<file path="src/design/pmc_cfg.svh">
`ifndef PMC_CFG_SVH
`define PMC_CFG_SVH

// Wakeup source bit positions in the wakeup vectors
`define WAKE_CAN        0
`define WAKE_MEDIA      1
`define WAKE_KEYPAD     2
`define WAKE_COUNTER    3
`define WAKE_USB        4
`define WAKE_GPIO       5
`define WAKE_RTC        6
`define WAKE_MEDIA_NET  7
`define WAKE_WIDTH      8

// Wakeup enable reset value: all sources masked
`define WAKE_EN_RESET   8'h00

// Regulator control register width and reset value
`define VREG_WIDTH      8
`define VREG_RESET      8'h00

// Cycles the hardware reset sequence lasts after a hibernate wakeup
`define RESET_SEQ_NS     160
`define RESET_SEQ_CYCLES ((`RESET_SEQ_NS + 9) / 10)

`endif

</file>
<file path="src/design/pmc_pkg.sv">
package pmc_pkg;

    typedef enum logic [2:0] {
        PM_FULL_ON,
        PM_ACTIVE,
        PM_SLEEP,
        PM_DEEP_SLEEP,
        PM_HIBERNATE,
        PM_RESET_SEQ
    } pm_state_t;

    typedef enum logic [1:0] {
        REQ_NONE,
        REQ_SLEEP,
        REQ_DEEP_SLEEP,
        REQ_HIBERNATE
    } pm_req_t;

    // Clock and power controls that leave the block together
    typedef struct packed {
        logic pllEnable;
        logic pllBypass;
        logic coreClkEn;
        logic sysClkEn;
        logic coreSupplyOn;
        logic regShutdown;
        logic pinsHighZ;
        logic dmaL1Allow;
        logic asyncBlock;
    } pm_ctrl_t;

endpackage

</file>
<file path="src/design/power_mode_controller.sv">
`include "pmc_cfg.svh"

// Behaviour
// RL1: Power-up enters full-on, PLL on, unbypassed
// RL2: Active keeps PLL enabled but bypassed
// RL3: Active allows DMA to configured L1
// RL4: PLL power-down bit disables PLL in active
// RL5: Sleep stops core clock, PLL/system run
// RL6: Enabled sleep wakeup picks full-on or active
// RL7: Sleep blocks system DMA to L1
// RL8: Deep sleep stops clocks; exit RTC/reset
// RL9: Deep sleep: RTC to active, reset full-on
// RL10: Deep sleep blocks async peripheral access
// RL11: Hibernate stops clocks, shuts core supply
// RL12: Hibernate puts external pins high impedance
// RL13: Hibernate exits on listed wakeup sources
// RL14: Hibernate wakeup starts full reset sequence
// RL15: Only regulator and RTC registers survive hibernate
// RL16: Media transceiver wakes from sleep
// RL17: Media network activity wakes from hibernate
// RL18: Low-power entry only by software request
module power_mode_controller (
    // Clock and reset
    input  wire logic                     mclk,
    input  wire logic                     reset_n,
    // Reset pin from outside, active low
    input  wire logic                     resetPin_n,
    // Software control bits
    input  wire logic                     pllBypassBit,
    input  wire logic                     pllOffBit,
    input  wire logic                     wakeEnWrite,
    input  wire logic [`WAKE_WIDTH-1:0]   wakeEnData,
    input  wire logic                     vregWrite,
    input  wire logic [`VREG_WIDTH-1:0]   vregData,
    input  wire logic                     vregShutdownBit,
    input  wire logic                     enterActive,
    input  wire logic                     enterFullOn,
    input  wire pmc_pkg::pm_req_t         lowPowerReq,
    // Wakeup lines from on-chip sources, asynchronous
    input  wire logic [`WAKE_WIDTH-1:0]   wakeRaw,
    // Clock and power controls
    output pmc_pkg::pm_ctrl_t             ctrl_r,
    output pmc_pkg::pm_state_t            state_r,
    output logic                          coreResetReq_r,
    output logic [`WAKE_WIDTH-1:0]        wakeEn_r,
    output logic [`VREG_WIDTH-1:0]        vreg_r,
    output logic                          volatileClear_r
);
    localparam int unsigned SEQ_LEN = `RESET_SEQ_CYCLES;

    logic [`WAKE_WIDTH-1:0] wakeRise;
    logic                   resetPinLow;
    logic                   sleepWake;
    logic                   hibWake;
    logic [7:0]             seqCnt_r;
    pmc_pkg::pm_state_t     state_nxt;
    pmc_pkg::pm_ctrl_t      ctrl_nxt;

    // One synchroniser and edge detector per wakeup line
    genvar gi;
    generate
        for (gi = 0; gi < `WAKE_WIDTH; gi++) begin : g_wake
            wake_edge u_edge (
                .mclk      (mclk),
                .reset_n   (reset_n),
                .rawIn     (wakeRaw[gi]),
                .risePulse (wakeRise[gi])
            );
        end
    endgenerate

    // Reset pin comes from outside the clock domain. It is inverted before the
    // flops so that their cleared value means pin released: a cleared active-low
    // copy would read as a pin reset for two cycles after every reset and throw
    // an early sleep request straight back to full-on.
    sync2 u_rstpin (
        .mclk    (mclk),
        .reset_n (reset_n),
        .din     (~resetPin_n),
        .dout    (resetPinLow)
    );

    // Any enabled source, media events included, wakes sleep
    assign sleepWake = |(wakeRise & wakeEn_r);                    // [RL6] [RL16]

    // Hibernate wakeups do not need the volatile enable mask, which is lost
    assign hibWake = wakeRise[`WAKE_CAN]
                   | wakeRise[`WAKE_MEDIA_NET]
                   | wakeRise[`WAKE_KEYPAD]
                   | wakeRise[`WAKE_COUNTER]
                   | wakeRise[`WAKE_USB]
                   | wakeRise[`WAKE_GPIO]
                   | wakeRise[`WAKE_RTC];                         // [RL13] [RL17]

    // Next state
    always_comb begin
        state_nxt = state_r;
        unique case (state_r)
            pmc_pkg::PM_FULL_ON: begin
                if (pllBypassBit && enterActive) begin
                    state_nxt = pmc_pkg::PM_ACTIVE;
                end else begin
                    // Low-power entry only on explicit software request
                    unique case (lowPowerReq)                     // [RL18]
                        pmc_pkg::REQ_SLEEP:      state_nxt = pmc_pkg::PM_SLEEP;
                        pmc_pkg::REQ_DEEP_SLEEP: state_nxt = pmc_pkg::PM_DEEP_SLEEP;
                        pmc_pkg::REQ_HIBERNATE: begin
                            if (vregShutdownBit) begin
                                state_nxt = pmc_pkg::PM_HIBERNATE;
                            end
                        end
                        pmc_pkg::REQ_NONE:       state_nxt = state_r;
                    endcase
                end
            end
            pmc_pkg::PM_ACTIVE: begin
                // PLL must be back on before full-on or sleep
                if (enterFullOn && !pllBypassBit && !pllOffBit) begin
                    state_nxt = pmc_pkg::PM_FULL_ON;              // [RL4]
                end else begin
                    unique case (lowPowerReq)                     // [RL18]
                        pmc_pkg::REQ_SLEEP: begin
                            if (!pllOffBit) begin
                                state_nxt = pmc_pkg::PM_SLEEP;    // [RL4]
                            end
                        end
                        pmc_pkg::REQ_DEEP_SLEEP: state_nxt = pmc_pkg::PM_DEEP_SLEEP;
                        pmc_pkg::REQ_HIBERNATE: begin
                            if (vregShutdownBit) begin
                                state_nxt = pmc_pkg::PM_HIBERNATE;
                            end
                        end
                        pmc_pkg::REQ_NONE:       state_nxt = state_r;
                    endcase
                end
            end
            pmc_pkg::PM_SLEEP: begin
                if (resetPinLow) begin
                    state_nxt = pmc_pkg::PM_FULL_ON;
                end else if (sleepWake) begin
                    // Bypass bit sampled at the wakeup
                    state_nxt = pllBypassBit ? pmc_pkg::PM_ACTIVE
                                             : pmc_pkg::PM_FULL_ON; // [RL6]
                end
            end
            pmc_pkg::PM_DEEP_SLEEP: begin
                // Reset wins over a simultaneous RTC interrupt
                if (resetPinLow) begin
                    state_nxt = pmc_pkg::PM_FULL_ON;              // [RL9]
                end else if (wakeRise[`WAKE_RTC]) begin
                    state_nxt = pmc_pkg::PM_ACTIVE;               // [RL8] [RL9]
                end
            end
            pmc_pkg::PM_HIBERNATE: begin
                if (resetPinLow || hibWake) begin
                    state_nxt = pmc_pkg::PM_RESET_SEQ;            // [RL13] [RL14]
                end
            end
            pmc_pkg::PM_RESET_SEQ: begin
                if (seqCnt_r == 8'(SEQ_LEN - 1)) begin
                    state_nxt = pmc_pkg::PM_FULL_ON;              // [RL14]
                end
            end
            // Codes 6 and 7 are unused; recover to the power-up state
            default: begin
                state_nxt = pmc_pkg::PM_FULL_ON;
            end
        endcase
    end

    // Controls that follow the next state
    always_comb begin
        ctrl_nxt = '0;
        unique case (state_nxt)
            pmc_pkg::PM_FULL_ON: begin
                // PLL locked and in the path, every clock at full rate
                ctrl_nxt.pllEnable    = 1'b1;                     // [RL1]
                ctrl_nxt.coreClkEn    = 1'b1;
                ctrl_nxt.sysClkEn     = 1'b1;
                ctrl_nxt.coreSupplyOn = 1'b1;
                ctrl_nxt.dmaL1Allow   = 1'b1;
            end
            pmc_pkg::PM_ACTIVE: begin
                ctrl_nxt.pllEnable    = ~pllOffBit;               // [RL2] [RL4]
                ctrl_nxt.pllBypass    = 1'b1;                     // [RL2]
                ctrl_nxt.coreClkEn    = 1'b1;
                ctrl_nxt.sysClkEn     = 1'b1;
                ctrl_nxt.coreSupplyOn = 1'b1;
                ctrl_nxt.dmaL1Allow   = 1'b1;                     // [RL3]
            end
            pmc_pkg::PM_SLEEP: begin
                // Bypass held so a wake to active needs no relock
                ctrl_nxt.pllEnable    = 1'b1;                     // [RL5]
                ctrl_nxt.pllBypass    = pllBypassBit;
                ctrl_nxt.sysClkEn     = 1'b1;                     // [RL5]
                ctrl_nxt.coreSupplyOn = 1'b1;
                ctrl_nxt.dmaL1Allow   = 1'b0;                     // [RL7]
            end
            pmc_pkg::PM_DEEP_SLEEP: begin
                // PLL and both clocks off; only the RTC domain keeps running
                ctrl_nxt.coreSupplyOn = 1'b1;                     // [RL8]
                ctrl_nxt.asyncBlock   = 1'b1;                     // [RL10]
            end
            pmc_pkg::PM_HIBERNATE: begin
                // Core supply off; floating pins draw nothing from powered neighbours
                ctrl_nxt.regShutdown  = 1'b1;                     // [RL11]
                ctrl_nxt.pinsHighZ    = 1'b1;                     // [RL12]
                ctrl_nxt.asyncBlock   = 1'b1;
            end
            pmc_pkg::PM_RESET_SEQ: begin
                // Supply back on, clocks held while the core is in reset
                ctrl_nxt.coreSupplyOn = 1'b1;
                ctrl_nxt.pinsHighZ    = 1'b1;
                ctrl_nxt.asyncBlock   = 1'b1;
            end
            // Unreachable once the next state is recovered; all off is safe
            default: begin
                ctrl_nxt = '0;
            end
        endcase
    end

    // State register
    always_ff @(posedge mclk) begin
        if (!reset_n) begin
            state_r <= pmc_pkg::PM_FULL_ON;                       // [RL1]
        end else begin
            state_r <= state_nxt;
        end
    end

    // Control register, loaded from the next state so it always matches state_r
    always_ff @(posedge mclk) begin
        if (!reset_n) begin
            ctrl_r <= '{pllEnable:    1'b1,                       // [RL1]
                        pllBypass:    1'b0,
                        coreClkEn:    1'b1,
                        sysClkEn:     1'b1,
                        coreSupplyOn: 1'b1,
                        regShutdown:  1'b0,
                        pinsHighZ:    1'b0,
                        dmaL1Allow:   1'b1,
                        asyncBlock:   1'b0};
        end else begin
            ctrl_r <= ctrl_nxt;
        end
    end

    // Reset sequence counter; it restarts from zero on every entry, so a
    // second wakeup always gets the full sequence
    always_ff @(posedge mclk) begin
        if (!reset_n) begin
            seqCnt_r <= 8'h00;
        end else if (state_r == pmc_pkg::PM_RESET_SEQ) begin
            seqCnt_r <= seqCnt_r + 8'h01;
        end else begin
            seqCnt_r <= 8'h00;
        end
    end

    // Core reset held through hibernate and the reset sequence; releasing it
    // only at the end of the sequence means no prior execution is resumed
    always_ff @(posedge mclk) begin
        if (!reset_n) begin
            coreResetReq_r <= 1'b0;
        end else begin
            coreResetReq_r <= (state_nxt == pmc_pkg::PM_HIBERNATE)
                           || (state_nxt == pmc_pkg::PM_RESET_SEQ);   // [RL14]
        end
    end

    // Tells the rest of the core that its registers and memories are lost
    always_ff @(posedge mclk) begin
        if (!reset_n) begin
            volatileClear_r <= 1'b0;
        end else begin
            volatileClear_r <= (state_nxt == pmc_pkg::PM_HIBERNATE);  // [RL15]
        end
    end

    // Wakeup enables are volatile and cleared by hibernate,
    // so a stale mask cannot wake a later sleep
    always_ff @(posedge mclk) begin
        if (!reset_n) begin
            wakeEn_r <= `WAKE_EN_RESET;
        end else if (state_r == pmc_pkg::PM_HIBERNATE) begin
            wakeEn_r <= `WAKE_EN_RESET;                           // [RL15]
        end else if (wakeEnWrite) begin
            wakeEn_r <= wakeEnData;
        end
    end

    // Regulator control keeps its value across hibernate;
    // writes are refused while the core is unpowered
    always_ff @(posedge mclk) begin
        if (!reset_n) begin
            vreg_r <= `VREG_RESET;
        end else if (vregWrite && state_r != pmc_pkg::PM_HIBERNATE) begin
            vreg_r <= vregData;                                   // [RL15]
        end
    end
endmodule // power_mode_controller

</file>
<file path="src/design/sync2.sv">
// Two-flop synchroniser for pin-level inputs
module sync2 (
    input  wire logic mclk,
    input  wire logic reset_n,
    input  wire logic din,
    output logic      dout
);
    logic stage_r;

    // First stage is read only by the second
    always_ff @(posedge mclk) begin
        if (!reset_n) begin
            stage_r <= 1'b0;
            dout    <= 1'b0;
        end else begin
            stage_r <= din;
            dout    <= stage_r;
        end
    end
endmodule // sync2

</file>
<file path="src/design/wake_edge.sv">
`include "pmc_cfg.svh"

// Synchronises one wakeup line and reports its rising edge
module wake_edge (
    input  wire logic mclk,
    input  wire logic reset_n,
    input  wire logic rawIn,
    output logic      risePulse
);
    logic syncLvl;
    logic prev_r;

    sync2 u_sync (
        .mclk    (mclk),
        .reset_n (reset_n),
        .din     (rawIn),
        .dout    (syncLvl)
    );

    // Edge detection on the synchronised level only
    always_ff @(posedge mclk) begin
        if (!reset_n) begin
            prev_r <= 1'b0;
        end else begin
            prev_r <= syncLvl;
        end
    end

    assign risePulse = syncLvl & ~prev_r;
endmodule // wake_edge

</file>
<file path="config.mk">
export PLATFORM = sky130hd
export DESIGN_NAME = power_mode_controller
export DESIGN_NICKNAME = d
export VERILOG_FILES = /design/src/design/pmc_pkg.sv /design/src/design/power_mode_controller.sv /design/src/design/sync2.sv /design/src/design/wake_edge.sv
export VERILOG_INCLUDE_DIRS = /design/src /design/src/design
export SDC_FILE = /design/constraint.sdc
export NUM_CORES = 1
export LEC_CHECK = 0
export ABC_AREA = 1
export BUFFER_PORTS_ARGS = -buffer_cell sky130_fd_sc_hd__buf_4
export CELL_PAD_IN_SITES_DETAIL_PLACEMENT = 0
export CELL_PAD_IN_SITES_GLOBAL_PLACEMENT = 1
export CORE_MARGIN = 2
export CORE_UTILIZATION = 39
export CTS_CLUSTER_SIZE = 12
export DETAILED_ROUTE_END_ITERATION = 8
export PLACE_DENSITY = 0.88
export SLEW_MARGIN = 20
export SYNTH_ARGS = -nofsm -noshare
export SYNTH_HDL_FRONTEND = slang
export SYNTH_SLANG_ARGS = --single-unit
</file>
<file path="constraint.sdc">
create_clock -name mclk -period 2.55 [get_ports mclk]
set_clock_uncertainty 0.2 [all_clocks]
set_input_delay 0.3825 -clock mclk [delete_from_list [all_inputs] [get_ports mclk]]
set_output_delay 0.3825 -clock mclk [all_outputs]
set_load 0.02 [all_outputs]
</file>
# Yosys cells after proc, flatten, opt, wreduce, memory -nomap -nowiden

Cells that the tools add are included.

Flip-flop bits (word level): 63
Input bits: 36

$add $sub $neg: 1
Eq/ne operators: 15
Muxes and demuxes: 22
Bitwise operators: 26
Reduce and logical (&&, ||, !) cells: 20

Operators by type and width:

| cell                                                | count |
|---|---|
| 2-to-1 mux 3 bit                                    | 10 |
| case mux 3 bit (4 select lines)                     | 2 |
| case mux 3 bit (6 select lines)                     | 1 |
| equality test 3 x 2 -> 1 bit, second input constant | 4 |
| equality test 3 bit, second input constant          | 4 |
| NOT 1 bit                                           | 11 |
| adder 8 x 1 -> 8 bit, second input constant         | 1 |
| AND 1 bit                                           | 8 |
| AND 8 bit                                           | 1 |
| equality test 8 x 4 -> 1 bit, second input constant | 1 |
| OR reduction 2 bit                                  | 4 |
| OR reduction 8 bit                                  | 1 |
| 2-to-1 mux 1 bit                                    | 7 |
| equality test 3 x 1 -> 1 bit, second input constant | 2 |
| zero test 3 bit                                     | 2 |
| bitwise OR 1 bit                                    | 6 |
| OR reduction 3 bit                                  | 2 |
| OR reduction 5 bit                                  | 1 |
| equality test 2 bit, second input constant          | 2 |
| logical AND 1 bit                                   | 4 |
| case mux 1 bit (2 select lines)                     | 2 |
| != test 3 bit, second input constant                | 1 |
| equality test 2 x 1 -> 1 bit, second input constant | 1 |
| zero test 1 bit                                     | 2 |
| 3 further kinds                                     | 4 |

# Depth between registers and ports, before layout

Gate-level depths: netlist of run 1.

Depth in word-level cells: 14
Depth in mapped cells: 13
Gate-level depth less buffers: 13

# Hierarchy

From an unflattened synthesis of run 1, not the netlist that was laid out.

Cells, all modules: 322
Area total of the unflattened synthesis: 2347.3 um2

Modules (own cells, without submodules):

| module                | times used | cells each | area each (um2) | sequential area each (um2) |
|---|---|---|---|---|
| power_mode_controller | 1          | 228        | 1551.5          | 700.7 |
| sync2                 | 9          | 6          | 55.1            | 40.0 |
| wake_edge             | 8          | 5          | 37.5            | 20.0 |

# Worst setup path before layout of run 1

No wires, ideal clock.

Path kind: register to register
Start: reg state_r[0]
End: reg ctrl_r[8] (netlist bit)
Setup time: 113 ps
Arrival: 1328 ps
Path slack: 909 ps
Stages on the path, launching flop included: 12
Buffers on the path: 0
Cell sequence: dfxtp_1 > inv_2 > nor3_2 > o21ai_2 > inv_1 > nand2_1 > nand2_1 > nor2_1 > nand2_2 > nand2_1 > o21ai_1 > inv_1

Longest elaborated chain between the ends: 7
Elaborated cells on any way between the ends: 24
Those cells by class: 7 x eq/ne; 14 x mux; 3 x reduce/logical

Ends and longest elaborated chain:

| element                                                         | RTL line                                                                                 | text |
|---|---|---|
| start: declaration                                              | power_mode_controller.sv:43                                                              | `output pmc_pkg::pm_state_t state_r,` |
| start signal: assignment                                        | power_mode_controller.sv:226                                                             | `state_r <= pmc_pkg::PM_FULL_ON;` |
| start signal: assignment                                        | power_mode_controller.sv:228                                                             | `state_r <= state_nxt;` |
| 2-to-1 mux 3 bit, on equally long branches                      | power_mode_controller.sv:108, power_mode_controller.sv:129, power_mode_controller.sv:123 |  |
| case mux 3 bit (4 select lines), on equally long branches       | power_mode_controller.sv:121, power_mode_controller.sv:104                               |  |
| 2-to-1 mux 3 bit, on equally long branches                      | power_mode_controller.sv:118, power_mode_controller.sv:100                               |  |
| case mux 3 bit (6 select lines) *                               | power_mode_controller.sv:98                                                              | `unique case (state_r)` |
| equality test 3 x 2 -> 1 bit or zero test 3 bit (tied branches) | power_mode_controller.sv:174                                                             | `unique case (state_nxt)` |
| OR reduction 2 bit (no source line)                             | n/a                                                                                      |  |
| case mux 1 bit (2 select lines) *                               | power_mode_controller.sv:174                                                             |  |
| end signal: assignment                                          | power_mode_controller.sv:235                                                             | `ctrl_r <= '{pllEnable: 1'b1,` |
| end signal: assignment                                          | power_mode_controller.sv:245                                                             | `ctrl_r <= ctrl_nxt;` |
| end: declaration                                                | power_mode_controller.sv:42                                                              | `output pmc_pkg::pm_ctrl_t ctrl_r,` |

Mark *: on every way between the ends. The rest lies on a longest branch, timed or not.
A chain may end at the register's enable or synchronous reset.

# Worst setup path in the final report of run 1

Start: reg seqCnt_r[0]
End: reg ctrl_r[0] (netlist bit)

Longest elaborated chain between the ends: 6
Elaborated cells on any way between the ends: 8
Those cells by class: 4 x eq/ne; 3 x mux; 1 x reduce/logical

Ends and longest elaborated chain:

| element                                                             | RTL line                     | text |
|---|---|---|
| start: declaration                                                  | power_mode_controller.sv:55  | `logic [7:0] seqCnt_r;` |
| start signal: assignment                                            | power_mode_controller.sv:255 | `seqCnt_r <= seqCnt_r + 8'h01;` |
| equality test 8 x 4 -> 1 bit *                                      | power_mode_controller.sv:160 | `if (seqCnt_r == 8'(SEQ_LEN - 1)) begin` |
| 2-to-1 mux 3 bit *                                                  | power_mode_controller.sv:160 |  |
| case mux 3 bit (6 select lines) *                                   | power_mode_controller.sv:98  |  |
| equality test 3 bit or equality test 3 x 2 -> 1 bit (tied branches) | power_mode_controller.sv:174 |  |
| OR reduction 3 bit (no source line) *                               | n/a                          |  |
| 2-to-1 mux 1 bit *                                                  | power_mode_controller.sv:174 |  |

Marked as above.

==> results of run 1 <==
==> registers in the layout, summed over array words and instances, names as in the netlist <==
name,cells
ctrl_r,8
g_wake.u_edge.prev_r,8
g_wake.u_edge.u_sync.dout,8
g_wake.u_edge.u_sync.stage_r,8
seqCnt_r,8
vreg_r,8
wakeEn_r,8
state_r,3
u_rstpin.dout,1
u_rstpin.stage_r,1
==> Yosys cell counts, drive strengths merged (2+ instances only) <==
library cell  count  area (µm²)
buf               7        45.0
nand4             2        12.5
a21oi            14        73.8
dfxtp            61        1220
nor2             33         129
o21ai            15        93.9
clkbuf            2        7.51
nand3            13        70.1
nand2            98         393
inv              61         229
nor3              8        61.3
==> per-stage QoR <==
stage | setup WS, ps | util [%] | instances
after floorplan | 909 | - | 321
after global placement | 853 | 49.4 | 452
after detailed placement | 790 | 49.4 | 452
after CTS | 770 | 53.2 | 468
after global routing | 565 | 53.2 | 468
final | 778 | 53.2 | 468
==> layout make-up <==
type | instances | area, µm² | area share, %
Inverter | 61 | 229 | 7.27
Clock inverter | 6 | 88.8 | 2.82
Clock buffer | 9 | 124 | 3.93
Sequential cell | 61 | 1220 | 38.8
Timing Repair Buffer | 66 | 498 | 15.8
Tap cell | 75 | 93.8 | 2.98
Multi-Input combinational cell | 190 | 893 | 28.4
==> critical path: cells and delay by family, from the launching register on <==
kind	cells	cell delay, ps
simple gates	8	660
flops	1	350
fa+ha+maj	1	190
compound gates	1	180
buf+inv	2	100
==> path summary, 6_finish.rpt <==
path	start	endpoint	slack (ps)	cells past startpoint
max	seqCnt_r[0]$_SDFF_PN0_	ctrl_r[0]$_SDFF_PN0_	780	12
min	wakeRaw[2]	g_wake[2].u_edge.u_sync.stage_r$_SDFF_PN0_	30	3
max reg2reg	seqCnt_r[0]$_SDFF_PN0_	ctrl_r[0]$_SDFF_PN0_	780	12
min reg2reg	g_wake[0].u_edge.u_sync.stage_r$_SDFF_PN0_	g_wake[0].u_edge.u_sync.dout$_SDFF_PN0_	210	2
==> metal layers <==
| layer | vias to the layer above | GRT usage, % | wire, µm |
|---|---|---|---|
| li1 | 1102 | - | - |
| met1 | 890 | 19.0 | 2290 |
| met2 | 57 | 25.4 | 2270 |
| met3 | 9 | 3.37 | 262 |
| met4 | 0 | 9.00 | 108 |
| met5 | - | 0 | 0 |
==> power by group through the flow <==
stage               clock [mW]  combinational, mW  sequential [mW]
floorplan                    0              0.256             1.15
global placement             0              0.474             1.10
detailed placement           0              0.483             1.10
CTS                      0.946              0.487             1.08
global route             0.985              0.532             1.09
finish                   0.921              0.480             1.08
==> repair_timing <==
action	in CTS	in global routing
resized for setup	0	0
hold buffers	1	0
endpoints found under the hold margin	1	0
==> cell families after synthesis <==
group                      synth area share (%)
AOI/OAI and AO/OA                          7.57
and+or+nand+nor                            28.8
adders and majority gates                 0.522
DFF                                        51.0
buffers and inverters                      11.7
xor gates and xnor gates                  0.366
==> impl_metrics.yaml, run 1 <==
clock_network:
  cts_sinks: 61
  htreeDepth: 3
  clock_path_buffers: 2
  cts_root_buffer: "clkbuf_8"
  clkLatencyLatePin_ps: 330
  cts-buffers-inserted: 9
  cts_tree: "done"
  postCtsSetupBuffers: 0
  cts.reportedPaths.clkPinSlew_ps: 70
yosys:
  yosys_warnings: 0
  ys_seq_area_share_pct: 51.0
  synth_ff_type: "dfxtp_1"
  synth_edf_count: 0
  synth_fp_nets: 358
  ys_ff_latch: 61
  synthCells: 321
  synth_cell_type_count: 31
  avgSynthCellArea_um2: 7.46
  syn_area_um2: 2400
  async_reset_ff_share_pct: 0
global_routing:
  antenna_found_initial: 0
  grt_pass1_vias: 1990
  grt_pass1_wl_um: 8090
  grt_max_degree: 41
  track_usage_pct: 15.6
  grt_remaining_overflow: 0
worst_setup_path:
  cp_max_fo: 4
  arrival_ps: 1810
  critical_path.slowest_cell: "dfxtp_1"
  crit_type: "reg2reg"
  cp-start-kind: "flop"
  critical_path.cell_chain: "ha_1 > nand2_2 > nor2_2 > nand2_1 > o21ai_2 > nand2_1 > nor2_1 > nand2_2 > inv_2 > nand2_1 > nand2_2 > inv_2"
  cp.required_ps: 2590
  critPathCaptureType: "flop"
  cpPeakStageDelay_ps: 350
power:
  powerDensity_nw_per_um2: 788
  switchingPower_mw: 0.714
  ir_drop_mv: 0.345
  power.total_mw: 2.48
  comb_power_share_pct: 19.4
  power_frac_seq_pct: 43.5
  clock_power_share_pct: 37.1
  p_int_mw: 1.77
  swShare_pct: 28.8
  power_leakage_nw: 1.66
routing:
  firstDrtPassIters: 4
  ant_nets: 0
  num_vias: 2058
  via_per_inst: 4.40
  drtIter0Drc: 65
  wl_per_cell_um: 10.5
  wirelength_um: 4930
  drc: 0
die:
  die_x_um: 82.4
  ios: 66
  dieArea_um2: 6790
  rows: 28
  core_region_area_um2: 5920
  initial_core_util_pct: 40.5
  chipHeight_um: 82.4
cells_and_area:
  diodes: 0
  layout_commonest_cell: "nand2_1"
  syn_to_final_growth_pct: 31.4
  layout_common_cells: "90 x nand2_1, 65 x buf_4, 61 x dfxtp_1"
  final_area_um2: 3150
  fin_nets: 426
  fill_cells: 592
  drive_gt1_share_pct: 26.5
placement:
  dpl-instance-area_um2: 2930
  portBuffers: 65
  place_hpwl_um: 3590
  place_congestion: 0.791
sta:
  setup_tns_ps: 0
  fin_crit_sh_pct: 69.5
  setup-violations-final: 0
  hold_violations: 0
  slew_headroom_pct: 70.9
  max_freq_mhz: 564
  fin_hold_ws_ps: 26.6
  rsz0062_at_grt: "no"
  maxSlewViolCount: 0
  finalCriticalPeriod_ps: 1770
  worst_pin_slew_ps: 437
job:
  cap_violations: 0
min_path:
  min_path_type: "in2reg"
run_status:
  outcome: "finished clean"
No activity file was read; power rests on OpenSTA's default activity.
==> run 2, diff against run 1 <==
--- a/config.mk
+++ b/config.mk
@@ -6,15 +6,15 @@
 export SDC_FILE = /design/constraint.sdc
 export NUM_CORES = 1
 export LEC_CHECK = 0
-export ABC_AREA = 1
+export ABC_AREA = 0
 export BUFFER_PORTS_ARGS = -buffer_cell sky130_fd_sc_hd__buf_4
 export CELL_PAD_IN_SITES_DETAIL_PLACEMENT = 0
 export CELL_PAD_IN_SITES_GLOBAL_PLACEMENT = 1
 export CORE_MARGIN = 2
-export CORE_UTILIZATION = 39
+export CORE_UTILIZATION = 38
 export CTS_CLUSTER_SIZE = 12
 export DETAILED_ROUTE_END_ITERATION = 8
-export PLACE_DENSITY = 0.88
+export PLACE_DENSITY = 0.83
 export SLEW_MARGIN = 20
 export SYNTH_ARGS = -nofsm -noshare
 export SYNTH_HDL_FRONTEND = slang
==> constraint.sdc (replaced) <==
create_clock -name mclk -period 1.8 [get_ports mclk]
set_clock_uncertainty 0.2 [all_clocks]
set_input_delay 0.27 -clock mclk [delete_from_list [all_inputs] [get_ports mclk]]
set_output_delay 0.27 -clock mclk [all_outputs]
set_load 0.02 [all_outputs]
==> run 2 against run 1 <==
Effect of this change:
- clock power is 30% higher
- critical path type unchanged
- register-to-register slack worse by 900 ps
- the flow now finishes with violations (negative setup slack)
- largest power group unchanged
- first-iteration DRC count is 29% lower
==> impl_metrics.yaml, run 2 <==
routing:
  wl_met1_um: 2140
  wl_per_cell_um: 11.7
  firstDrtPassIters: 4
  drc: 0
  maxUsedRoutingLayer: "met4"
  via_per_inst: 4.61
  wirelength_um: 4980
  met3_length_um: 336
  drtIter0Drc: 46
  num_vias: 1953
  met2_length_um: 2400
  ant_nets: 0
sta:
  slew_headroom_pct: 74.4
  rsz0062_at_grt: "yes"
  setup_ws_ps: -118
  hold_violations: 0
  finalCriticalPeriod_ps: 1920
  maxSlewViolCount: 0
  max_freq_mhz: 521
  setup-violations-final: 8
  fin_crit_sh_pct: 107
  worst_pin_slew_ps: 382
clock_network:
  cts_root_buffer: "clkbuf_8"
  cts_tree: "done"
  htreeDepth: 3
  cts_sinks: 61
  cts-buffers-inserted: 9
  clock_path_buffers: 2
  clkLatencyLatePin_ps: 340
  cts.reportedPaths.clkPinSlew_ps: 70
worst_setup_path:
  cp.required_ps: 1820
  critPathCaptureType: "flop"
  critical_path.slowest_cell: "dfxtp_2"
  cp_max_fo: 4
  arrival_ps: 1940
  cpPeakStageDelay_ps: 350
  crit_type: "reg2reg"
  cp-start-kind: "flop"
  critical_path.cell_chain: "ha_4 > and3_4 > a21oi_2 > a221o_1 > a211o_1 > o21ai_2 > o21bai_1"
cells_and_area:
  syn_to_final_growth_pct: 54.0
  fin_nets: 381
  instances_no_fill: 424
  diodes: 0
  layout_common_cells: "95 x buf_4, 54 x dfxtp_1, 27 x and2_1"
  drive_gt1_share_pct: 37.5
  fill_cells: 530
  final_util_pct: 60.2
  layout_commonest_cell: "buf_4"
min_path:
  min_path_type: "in2reg"
yosys:
  synth_fp_nets: 267
  synthTopCellsByCount: "61 x dfxtp_1, 27 x and2_1, 20 x nor2_1"
  synth_most_common_cell: "dfxtp_1"
  ys_seq_area_share_pct: 53.4
  synth_top_area_share_pct: 53.4
  syn_area_um2: 2290
  synthAdderAreaFrac_pct: 0.547
  synth_cell_type_count: 49
  synth_ff_type: "dfxtp_1"
  avgSynthCellArea_um2: 9.94
  synth-xor-area-share_pct: 2.30
  netlist_top_cells_area: "dfxtp_1 53%, and2_1 7.4%, mux2i_1 3.5%"
  synth_edf_count: 0
  synth-simple-area-share_pct: 24.8
  synthMuxAreaShare_pct: 3.50
  synthCells: 230
  synth_top_family_by_area: "simple AND/OR/NAND/NOR gates"
  ys_ff_latch: 61
  yosysTopAreaCell: "dfxtp_1"
  synth-compound-area-share_pct: 11.7
  async_reset_ff_share_pct: 0
  yosys_warnings: 0
placement:
  portBuffers: 65
  place_congestion: 0.825
  place_hpwl_um: 3490
  placed_cells: 386
die:
  initial_core_util_pct: 39.1
  die_x_um: 81.6
  dieArea_um2: 6650
  core_region_area_um2: 5850
  chipHeight_um: 81.6
  ios: 66
  rows: 28
run_status:
  failed_checks: "negative setup slack"
  outcome: "finished with violations"
global_routing:
  grt_remaining_overflow: 0
  track_usage_pct: 16.4
  grt_pass1_vias: 1890
  grt_max_degree: 41
  grt_pass1_wl_um: 8250
  antenna_found_initial: 0
power:
  power_leakage_nw: 1.57
  ir_drop_mv: 0.857
  powerDensity_nw_per_um2: 1120
job:
  cap_violations: 0
[run 2: cell types whose count changed after synthesis, sizes merged, moves of 10 or more]
cell / delta
nand2: -84
inv: -54
and2: +27
nor2: -13
a21oi: -10
o21ai: -10
[run 2: stage by stage]
stage / hold WS [ps] / setup TNS, ps / cell area (µm²) / worst slack (ps) / total power, mW
2_1_floorplan: 142 / -135 / 2340 / -33.7 / 2.26
3_5_place_dp: 223 / -951 / 3070 / -182 / 2.71
6_report: 12.4 / -663 / 3520 / -118 / 3.94
4_1_cts: 1.33 / -513 / 3510 / -117 / 3.97
3_3_place_gp: 215 / -663 / 3070 / -133 / 2.69
5_1_grt: 14.2 / -1800 / 3520 / -248 / 4.17
[run 2: per-layer routing]
metal / global-route usage, % / vias to the layer above
met5: 0 / -
met4: 8.14 / 0
met3: 6.15 / 11
met2: 28.1 / 55
met1: 17.7 / 877
li1: - / 1010
[run 2: layout make-up]
class                           count  area, µm²  area share, %
Inverter                            7       26.3          0.746
Tap cell                           75       93.8           2.67
Clock inverter                      5       58.8           1.67
Multi-Input combinational cell    150       1050           30.0
Timing Repair Buffer              115        913           25.9
Sequential cell                    61       1230           35.0
Clock buffer                       11        141           4.02
[run 2: final timing paths]
check                                              from                                      end  slack, ps  depth (start not counted)
max                              seqCnt_r[1]$_SDFF_PN0_                     ctrl_r[0]$_SDFF_PN0_       -120                          7
min reg2reg  g_wake[6].u_edge.u_sync.stage_r$_SDFF_PN0_  g_wake[6].u_edge.u_sync.dout$_SDFF_PN0_        230                          1
min                                         vregData[3]                   vreg_r[3]$_SDFFE_PN0P_         10                          3
max reg2reg                      seqCnt_r[1]$_SDFF_PN0_                     ctrl_r[0]$_SDFF_PN0_       -120                          7
[run 2: what timing repair did]
item | 4_1_cts | 5_1_grt
endpoints found under the hold margin | 20 | 0
resized for setup | 6 | 3
buffers inserted | 2 | 0
hold buffers | 20 | 0
endpoints found under the setup margin | 9 | 17
pin swaps | 11 | 9
[run 2: worst max-delay path: cells and delay by family (launching register included)]
| family | cells | cell delay [ps] |
|---|---|---|
| AO/OA/AOI/OAI | 5 | 940 |
| adder cells (fa/ha/maj) | 1 | 130 |
| flip-flops | 1 | 350 |
| AND/OR/NAND/NOR | 1 | 180 |
[run 2: cells by family (layout without fill, tap and decap cells)]
group	after synthesis	count (layout)
simple gates	101	101
buf+inv	19	138
compound gates	34	34
fa+ha+maj	1	1
xor+xnor	6	6
flops	61	61
mux	8	8
[run 2: where the power goes]
group / switching [mW] / total [mW] / leakage, nW / internal (mW)
sequential: 0.123 / 1.63 / 0.504 / 1.51
clock: 0.517 / 1.20 / 0.0959 / 0.679
combinational: 0.539 / 1.11 / 0.965 / 0.574
